File: config.mk
export PLATFORM = sky130hd
export DESIGN_NAME = watchdog_key_protected
export DESIGN_NICKNAME = d
export VERILOG_FILES = /design/src/hdl/watchdog_pkg.sv /design/src/hdl/watchdog_prescaler.sv /design/src/hdl/watchdog_key_protected.sv
export VERILOG_INCLUDE_DIRS = /design/src /design/src/hdl
export SDC_FILE = /design/constraint.sdc
export NUM_CORES = 1
export LEC_CHECK = 0
export BUFFER_PORTS_ARGS = -buffer_cell sky130_fd_sc_hd__buf_2
export CAP_MARGIN = 20
export CORE_AREA = 2 2 118 120
export DETAILED_ROUTE_END_ITERATION = 8
export DIE_AREA = 0 0 120 122
export GPL_ROUTABILITY_DRIVEN = 0
export HOLD_SLACK_MARGIN = 0.1
export PLACE_DENSITY = 0.66
export SLEW_MARGIN = 15
export SYNTH_ARGS = -nofsm -noshare
export SYNTH_HDL_FRONTEND = slang
export SYNTH_HIERARCHICAL = 1
export SYNTH_SLANG_ARGS = --single-unit
export TNS_END_PERCENT = 1
File: constraint.sdc
create_clock -name aclk -period 6.2 [get_ports aclk]
set_clock_uncertainty 0.15 [all_clocks]
set_input_delay 0.31 -clock aclk [delete_from_list [all_inputs] [get_ports aclk]]
set_output_delay 0.31 -clock aclk [all_outputs]
set_load 0.01 [all_outputs]
File: src/hdl/watchdog_defines.svh
// Constants for the key-protected watchdog: offsets, fields, reset values.
// Assumes inclusion by bare name from the watchdog design files.
`ifndef WATCHDOG_DEFINES_SVH
`define WATCHDOG_DEFINES_SVH
`define WD_OFS_CONTROL 8'h00
`define WD_OFS_RESTART 8'h04
`define WD_CONTROL_RESET 32'h00000000
`define WD_EN_BIT 0
`define WD_PSEL_LSB 8
`define WD_PSEL_MSB 12
`define WD_KEY_LSB 24
`define WD_KEY_MSB 31
`define WD_KEY_FIRST 8'h55
`define WD_KEY_SECOND 8'hAA
`define WD_CONTROL_RW_MASK 32'h00001F01
`define WD_RESET_PULSE_CYCLES 8'h10
`endif

File: src/hdl/watchdog_pkg.sv
// Types shared by the watchdog design files.
// Assumes nothing of its surroundings.
package watchdog_pkg;
  typedef enum logic [1:0] {
    KEY_IDLE = 2'b00,
    KEY_ARMED = 2'b01
  } key_state_e;
  typedef logic [31:0] word_t;
endpackage

File: src/hdl/watchdog_prescaler.sv
// Prescaler counter of the watchdog with its timeout tap.
// Assumes a single clock; the rc tick enable marks oscillator edges.
`timescale 1ns/1ps
`default_nettype none
module watchdog_prescaler
  import watchdog_pkg::*;
#(
  parameter int WIDTH = 32
)
(
  input wire logic aclk,
  input wire logic aresetn,
  input wire logic run,
  input wire logic tick,
  input wire logic clear,
  input wire logic [4:0] psel,
  output logic expire
);
  logic [WIDTH-1:0] count_reg;
  logic [WIDTH:0] tap_mask;
  logic hit;

  // The tap is the tick that would carry into bit psel+1 of the count, so expiry comes after 2^(psel+1) ticks.
  // The shift amount is six bits wide so that a select of 31 reaches 2^32, not zero.
  assign tap_mask = ({{WIDTH{1'b0}}, 1'b1} << ({1'b0, psel} + 6'h01)) - {{WIDTH{1'b0}}, 1'b1};
  assign hit = run && tick && ({1'b0, count_reg} == tap_mask);

  // Clear restarts from zero; expiry also wraps so the next period starts at once.
  always_ff @(posedge aclk)
  begin
    if (!aresetn)
      count_reg <= '0;
    else if (clear || hit)
      count_reg <= '0;
    else if (run && tick)
      count_reg <= count_reg + {{(WIDTH-1){1'b0}}, 1'b1};
  end

  always_ff @(posedge aclk)
  begin
    if (!aresetn)
      expire <= 1'b0;
    else
      expire <= hit;
  end
endmodule
`default_nettype wire

File: src/hdl/watchdog_key_protected.sv
// Key-protected watchdog with an AXI4-Lite register slave.
// Assumes rc_tick is a one-cycle enable at each rising oscillator edge.
`timescale 1ns/1ps
`default_nettype none
`include "watchdog_defines.svh"
module watchdog_key_protected
  import watchdog_pkg::*;
#(
  parameter int PRESCALER_WIDTH = 32
)
(
  input wire logic aclk,
  input wire logic aresetn,
  input wire logic [7:0] s_axi_awaddr,
  input wire logic s_axi_awvalid,
  output logic s_axi_awready,
  input wire logic [31:0] s_axi_wdata,
  input wire logic [3:0] s_axi_wstrb,
  input wire logic s_axi_wvalid,
  output logic s_axi_wready,
  output logic [1:0] s_axi_bresp,
  output logic s_axi_bvalid,
  input wire logic s_axi_bready,
  input wire logic [7:0] s_axi_araddr,
  input wire logic s_axi_arvalid,
  output logic s_axi_arready,
  output logic [31:0] s_axi_rdata,
  output logic [1:0] s_axi_rresp,
  output logic s_axi_rvalid,
  input wire logic s_axi_rready,
  input wire logic rc_tick,
  input wire logic debug_halt,
  input wire logic debug_keep_running,
  input wire logic sleep_static_req,
  output logic rc_oscillator_enable,
  output logic soft_reset,
  output logic enter_shutdown,
  output logic enter_static
);
  word_t control_reg;
  word_t control_next;
  key_state_e key_state_reg;
  key_state_e key_state_next;
  word_t armed_bits_reg;
  logic aw_held_reg;
  logic w_held_reg;
  logic [7:0] awaddr_reg;
  word_t wdata_reg;
  logic [3:0] wstrb_reg;
  logic [7:0] pulse_count_reg;
  logic write_fire;
  logic hit_control;
  logic hit_restart;
  logic full_word;
  logic [7:0] key_in;
  word_t payload_in;
  logic unlock_ok;
  logic restart_fire;
  logic enabled;
  logic prescaler_run;
  logic expire;
  logic read_fire;
  logic read_mapped;
  word_t read_value;
  logic read_hit_control;

  // Decode compares word indices only; the two low address bits are ignored.
  // A byte-offset access therefore lands on the word that holds it.
  function automatic logic addr_hits(input logic [7:0] addr, input logic [7:0] offset);
    return addr[7:2] == offset[7:2];
  endfunction

  // A write is executed once address and data have both been taken.
  assign write_fire = aw_held_reg && w_held_reg && !s_axi_bvalid;
  assign hit_control = addr_hits(awaddr_reg, `WD_OFS_CONTROL);
  assign hit_restart = addr_hits(awaddr_reg, `WD_OFS_RESTART);
  assign full_word = wstrb_reg == 4'hF;
  assign key_in = wdata_reg[`WD_KEY_MSB:`WD_KEY_LSB];
  assign payload_in = wdata_reg & `WD_CONTROL_RW_MASK;

  // Partial-strobe writes to control never unlock it: the key needs the whole word.
  assign unlock_ok = write_fire && hit_control && full_word && key_state_reg == KEY_ARMED &&
                     key_in == `WD_KEY_SECOND && payload_in == armed_bits_reg;
  assign control_next = unlock_ok ? payload_in : control_reg;
  assign restart_fire = write_fire && hit_restart;
  assign enabled = control_reg[`WD_EN_BIT];
  assign prescaler_run = enabled && !(debug_halt && !debug_keep_running);

  // Key sequencing: a full-word first key arms or re-arms; any other control write drops back to idle.
  always_comb
  begin
    key_state_next = key_state_reg;
    if (write_fire && hit_control)
    begin
      if (full_word && key_state_reg == KEY_IDLE && key_in == `WD_KEY_FIRST)
        key_state_next = KEY_ARMED;
      else if (full_word && key_state_reg == KEY_ARMED && key_in == `WD_KEY_FIRST)
        key_state_next = KEY_ARMED;
      else
        key_state_next = KEY_IDLE;
    end
  end

  // Control, key state and the armed copy of the first write's bits.
  always_ff @(posedge aclk)
  begin
    if (!aresetn)
    begin
      control_reg <= `WD_CONTROL_RESET;
      key_state_reg <= KEY_IDLE;
      armed_bits_reg <= '0;
    end
    else
    begin
      control_reg <= control_next;
      key_state_reg <= key_state_next;
      if (write_fire && hit_control && key_in == `WD_KEY_FIRST)
        armed_bits_reg <= payload_in;
    end
  end

  // Write address and data channels are taken independently, in either order.
  always_ff @(posedge aclk)
  begin
    if (!aresetn)
    begin
      aw_held_reg <= 1'b0;
      w_held_reg <= 1'b0;
      awaddr_reg <= 8'h00;
      wdata_reg <= '0;
      wstrb_reg <= 4'h0;
    end
    else
    begin
      if (s_axi_awvalid && s_axi_awready)
      begin
        aw_held_reg <= 1'b1;
        awaddr_reg <= s_axi_awaddr;
      end
      else if (write_fire)
        aw_held_reg <= 1'b0;
      if (s_axi_wvalid && s_axi_wready)
      begin
        w_held_reg <= 1'b1;
        wdata_reg <= s_axi_wdata;
        wstrb_reg <= s_axi_wstrb;
      end
      else if (write_fire)
        w_held_reg <= 1'b0;
    end
  end

  // Ready outputs are registered; each drops once its item is held.
  always_ff @(posedge aclk)
  begin
    if (!aresetn)
    begin
      s_axi_awready <= 1'b0;
      s_axi_wready <= 1'b0;
    end
    else
    begin
      s_axi_awready <= !aw_held_reg && !(s_axi_awvalid && s_axi_awready) && !s_axi_bvalid;
      s_axi_wready <= !w_held_reg && !(s_axi_wvalid && s_axi_wready) && !s_axi_bvalid;
    end
  end

  // Unmapped addresses answer DECERR on both channels.
  always_ff @(posedge aclk)
  begin
    if (!aresetn)
    begin
      s_axi_bvalid <= 1'b0;
      s_axi_bresp <= 2'b00;
    end
    else if (write_fire)
    begin
      s_axi_bvalid <= 1'b1;
      s_axi_bresp <= (hit_control || hit_restart) ? 2'b00 : 2'b11;
    end
    else if (s_axi_bready)
      s_axi_bvalid <= 1'b0;
  end

  // Reads: key bits and the restart register always return zero.
  assign read_fire = s_axi_arvalid && s_axi_arready;
  assign read_hit_control = addr_hits(s_axi_araddr, `WD_OFS_CONTROL);
  assign read_mapped = read_hit_control || addr_hits(s_axi_araddr, `WD_OFS_RESTART);
  assign read_value = read_hit_control ?
                      (control_reg & `WD_CONTROL_RW_MASK) : 32'h00000000;

  // Read data are latched at the address handshake, so rdata stands with rvalid.
  always_ff @(posedge aclk)
  begin
    if (!aresetn)
    begin
      s_axi_arready <= 1'b0;
      s_axi_rvalid <= 1'b0;
      s_axi_rdata <= '0;
      s_axi_rresp <= 2'b00;
    end
    else
    begin
      s_axi_arready <= !s_axi_rvalid && !read_fire;
      if (read_fire)
      begin
        s_axi_rvalid <= 1'b1;
        s_axi_rdata <= read_value;
        s_axi_rresp <= read_mapped ? 2'b00 : 2'b11;
      end
      else if (s_axi_rready)
        s_axi_rvalid <= 1'b0;
    end
  end

  // The count is held at zero while disabled, so enabling starts a full period.
  watchdog_prescaler #(
    .WIDTH(PRESCALER_WIDTH)
  ) watchdog_prescaler_i (
    .aclk(aclk),
    .aresetn(aresetn),
    .run(prescaler_run),
    .tick(rc_tick),
    .clear(restart_fire || !enabled),
    .psel(control_reg[`WD_PSEL_MSB:`WD_PSEL_LSB]),
    .expire(expire)
  );

  // Soft reset is stretched to a fixed pulse; the prescaler keeps counting meanwhile.
  always_ff @(posedge aclk)
  begin
    if (!aresetn)
    begin
      pulse_count_reg <= 8'h00;
      soft_reset <= 1'b0;
    end
    else
    begin
      if (expire)
        pulse_count_reg <= `WD_RESET_PULSE_CYCLES;
      else if (pulse_count_reg != 8'h00)
        pulse_count_reg <= pulse_count_reg - 8'h01;
      soft_reset <= expire || pulse_count_reg > 8'h01;
    end
  end

  // Sleep steering: an enabled watchdog keeps its oscillator and forbids static sleep.
  always_ff @(posedge aclk)
  begin
    if (!aresetn)
    begin
      rc_oscillator_enable <= 1'b0;
      enter_shutdown <= 1'b0;
      enter_static <= 1'b0;
    end
    else
    begin
      rc_oscillator_enable <= control_next[`WD_EN_BIT];
      enter_shutdown <= sleep_static_req && control_next[`WD_EN_BIT];
      enter_static <= sleep_static_req && !control_next[`WD_EN_BIT];
    end
  end

  // Checks on the key sequence, the read path, the soft reset and the sleep steering.
  a_bad_key_holds: assert property (@(posedge aclk) disable iff (!aresetn)
    (write_fire && hit_control && !unlock_ok) |=> $stable(control_reg))
    else $error("control changed without unlock");
  a_key_reads_zero: assert property (@(posedge aclk) disable iff (!aresetn)
    s_axi_rvalid |-> s_axi_rdata[31:24] == 8'h00)
    else $error("key field read nonzero");
  a_osc_follows_en: assert property (@(posedge aclk) disable iff (!aresetn)
    ##1 rc_oscillator_enable == $past(control_next[0]))
    else $error("oscillator enable mismatch");
  a_static_blocked: assert property (@(posedge aclk) disable iff (!aresetn)
    enabled ##1 enabled |-> !enter_static)
    else $error("static entered while enabled");
  a_stop_no_expire: assert property (@(posedge aclk) disable iff (!aresetn)
    !prescaler_run |=> !expire)
    else $error("expiry while stopped");
  a_expire_resets: assert property (@(posedge aclk) disable iff (!aresetn)
    expire |=> soft_reset [*8])
    else $error("soft reset pulse too short");
  a_restart_no_exp: assert property (@(posedge aclk) disable iff (!aresetn)
    restart_fire |=> !expire [*2])
    else $error("expiry right after restart");
  a_shutdown_when_en: assert property (@(posedge aclk) disable iff (!aresetn)
    (sleep_static_req && enabled) ##1 enabled |-> enter_shutdown)
    else $error("shutdown not entered");

  // Further checks: committed enable, partial writes, pulse shape and steering levels.
  a_unlock_enables: assert property (@(posedge aclk) disable iff (!aresetn)
    unlock_ok |=> enabled == $past(payload_in[`WD_EN_BIT]))
    else $error("enable bit not committed");
  a_partial_drops: assert property (@(posedge aclk) disable iff (!aresetn)
    (write_fire && hit_control && !full_word) |=> key_state_reg == KEY_IDLE)
    else $error("partial write kept key armed");
  a_restart_zero: assert property (@(posedge aclk) disable iff (!aresetn)
    (read_fire && addr_hits(s_axi_araddr, `WD_OFS_RESTART)) |=> s_axi_rdata == 32'h00000000)
    else $error("restart register read nonzero");
  a_pulse_start: assert property (@(posedge aclk) disable iff (!aresetn)
    expire |=> soft_reset && pulse_count_reg == `WD_RESET_PULSE_CYCLES)
    else $error("soft reset pulse did not start");
  a_pulse_counts: assert property (@(posedge aclk) disable iff (!aresetn)
    (pulse_count_reg != 8'h00 && !expire) |=> pulse_count_reg == $past(pulse_count_reg) - 8'h01)
    else $error("soft reset counter skipped");
  a_expire_run: assert property (@(posedge aclk) disable iff (!aresetn)
    expire |-> $past(prescaler_run))
    else $error("expiry without running prescaler");
  a_osc_tracks_en: assert property (@(posedge aclk) disable iff (!aresetn)
    rc_oscillator_enable == enabled)
    else $error("oscillator enable differs from enable bit");
  a_shutdown_needs_en: assert property (@(posedge aclk) disable iff (!aresetn)
    enter_shutdown |-> enabled)
    else $error("shutdown while disabled");
  a_static_when_off: assert property (@(posedge aclk) disable iff (!aresetn)
    (sleep_static_req && !enabled) ##1 !enabled |-> enter_static)
    else $error("static sleep not entered");

  // Coverage of the main scenarios.
  c_unlock: cover property (@(posedge aclk) unlock_ok);
  c_bad_key: cover property (@(posedge aclk) write_fire && hit_control && !unlock_ok);
  c_expire: cover property (@(posedge aclk) expire);
  c_restart: cover property (@(posedge aclk) restart_fire && enabled);
  c_shutdown: cover property (@(posedge aclk) enter_shutdown);
endmodule
`default_nettype wire

==> run metrics <==
Synth Instances=707; Worst Path Required=6.27 ns; dominant synthesized flop cell=dfxtp_1; yosys synthesis warning count=6; Flop pwr share=0.466; Min-Delay Path Class=in -> reg; worst skew pair latency=0.36 ns; NetSw=around 0.4 mW; status=finished, final reports clean; IO Count=about 110; share of the synthesized area in the top cell type=0.3261; FFs w/ async S/R, synth=0; Synth top cells by count=dfxtp_1 (96), nand2_1 (90), a21oi_1 (49), xnor2_1 (45), nor2_1 (43); GRT Residual Overflow=0; Tmin final=4.248 ns; clock buffer depth=2; H-tree depth=3; Post-Syn Area=roughly 6000 sq um; Filler cells=1259; mean post-synth cell area=approximately 8.3 sq um; GRT Util Overall=0.2020; endpoints failing setup=0; critical path fanouts, max=31; Cell Int Power=1.074 mW; final period utilization=0.6851; DRT iter0 DRCs=349; count leader, synth=dfxtp_1; Rows=43; DRC Markers=0; drt wl/cell=approximately 16 um; Placed Area=6116 sq um; vias per cell=5.579; DR WL met3=858 um; Crit Path Class=reg -> reg; FMAX=0.2354 GHz; Worst Path Arrival=4.32 ns; max reg flops=32; Yosys top cell by area=dfxtp_1; Layout Nets=833; Die X=~120 um; largest cells by area after synthesis=dfxtp_1 (33%), xnor2_1 (6.7%), nand2_1 (5.7%); DP HPWL=10.06 mm; RSZ-0062 raised after global routing=false; startpoint types=flip-flop; CP cell instances=nor4_4, nand2_1, ha_1, nor3b_1, a211oi_1, nand4_1, or3_1, or4_4, nor4_4, buf_4, nor4_2; maximum number of pins on one net before global-route repair=35; CTS tree=built; post-synthesis sequential area ratio=0.3261; layout cells sized above 1=0.1803; # clock sinks=96; diodes inserted=0; Hold Vio Cnt, Final=0; first-pass GRT wire length=23.78 mm; setup tns final=0 ns; Area Growth Syn to Fin=13.40%; Clk pin slew, worst setup/hold paths=around 0.07 ns; Post-CTS Resized=0; initial antenna violation count=0; met1 WL=6.299 mm; max_cap viols=0; switching share of power=0.2758; max-slew violations=0; Synth cell types=83; Sequential Area=1922 sq um; footprint of the multi-input gates=3532 sq um; worst vdd ir=236.9 uV; synthesized flop and latch total=96; port bufs=59; Detail Route Antenna Nets=0; crit-path max cell delay=0.51 ns; pwr/cell area=221.9 nW/um^2; Root Buffer=clkbuf_16; fin area=6683 sq um; Design Power=1.483 mW; vias in the first global route=4905; via count=between 5000 and 6000; Starting Density=0.4364; clock share of power=0.392; actual slew at the worst max-slew pin=around 1.0 ns; area of the core=13500 sq um; combinational share of power=0.142; LEAKAGE=2.357 nW; final wirelength=14.86 mm; number of detailed-route iterations in the first pass=5; worst rel slew slack=0.3026; most frequent CP cell=nor4_4; Max Used Layer=met4; CP max stage cell=ha_1; Die Height=122 um; Num CTS Buffers=9; Critical Path End Type=flip-flop; DR WL met2=7.335 mm; post-CTS setup repair buffer count=0; Post-synth EDFFs=0; die area=approximately 15000 sq um
-- worst paths after layout --
path                               start                                         endpoint  slack [ns]  cells after the start
min                     sleep_static_req                        enter_shutdown$_SDFF_PN0_        0.12                      3
min reg2reg    s_axi_rvalid$_SDFFE_PN0P_                         s_axi_arready$_SDFF_PN0_        0.31                      1
max reg2reg  control_reg[9]$_SDFFE_PN0P_  watchdog_prescaler_i/count_reg[11]$_SDFFE_PP0P_        1.95                     11
max          control_reg[9]$_SDFFE_PN0P_  watchdog_prescaler_i/count_reg[11]$_SDFFE_PP0P_        1.95                     11
-- critical path: cells and delay by family, from the launching register on --
family | cells | cell delay [ns]
and+or+nand+nor | 8 | 2.29
AOI/OAI and AO/OA | 1 | 0.30
buffers and inverters | 1 | 0.49
adders and majority gates | 1 | 0.51
DFF | 1 | 0.34
-- cells in the final DEF (no fill, tap or decap), types with 26 or more instances in the layout --
cell,Yosys,routed
dlygate4sd3_1,0,26
nand2_1,90,90
a21oi_1,49,49
nor2_1,43,43
conb_1,2,27
xnor2_1,45,45
dfxtp_1,96,96
nand3_1,27,27
buf_2,4,59
-- power groups by stage --
stage | sequential, mW | combinational (mW) | clock, mW
finish | 0.691 | 0.210 | 0.582
CTS | 0.691 | 0.210 | 0.595
detailed placement | 0.705 | 0.197 | 0
global route | 0.697 | 0.239 | 0.614
floorplan | 0.699 | 0.162 | 0
global placement | 0.701 | 0.189 | 0
-- routing by layer --
layer,vias to the layer above,global-route usage
met3,30,0.04635
met5,-,0
met1,2498,0.2522
li1,2612,-
met2,166,0.3377
met4,0,0.08015
-- layout make-up --
cell class              instances  area share
flip-flops and latches         96      0.2876
clock buffers                   9     0.03370
clock inverters                 7     0.01217
inverters                      19     0.01105
repair buffers                 94     0.09324
multi-input cells             546      0.5286
well taps                     180     0.03370
-- metrics by stage --
stage,utilization,setup WS [ns],hold WS (ns),std cells
4_1_cts,0.4949,1.976,0.1110,951
3_5_place_dp,0.4529,1.996,0.2983,909
2_1_floorplan,-,2.715,0.2683,732
3_3_place_gp,0.4529,2.048,0.2738,909
6_report,0.4949,1.952,0.1161,951
5_1_grt,0.4949,1.795,0.1184,951
-- logic make-up (layout without fill, tap and decap cells) --
family                     Yosys count  after routing  share of synthesized area
DFF                                 96             96                     0.3261
AOI/OAI and AO/OA                  138            138                     0.1548
xor gates and xnor gates            58             58                    0.08620
buffers and inverters               90            129                    0.09045
adders and majority gates            4              4                   0.008493
and+or+nand+nor                    310            310                     0.3166
muxes                                9              9                    0.01614
other                                2             27                   0.001274
-- repair_timing --
item                                   in CTS  in global routing
setup endpoints to repair                   0                  0
endpoints found under the hold margin      26                  0
hold buffers                               26                  0
No activity file was read; power rests on OpenSTA's default activity.
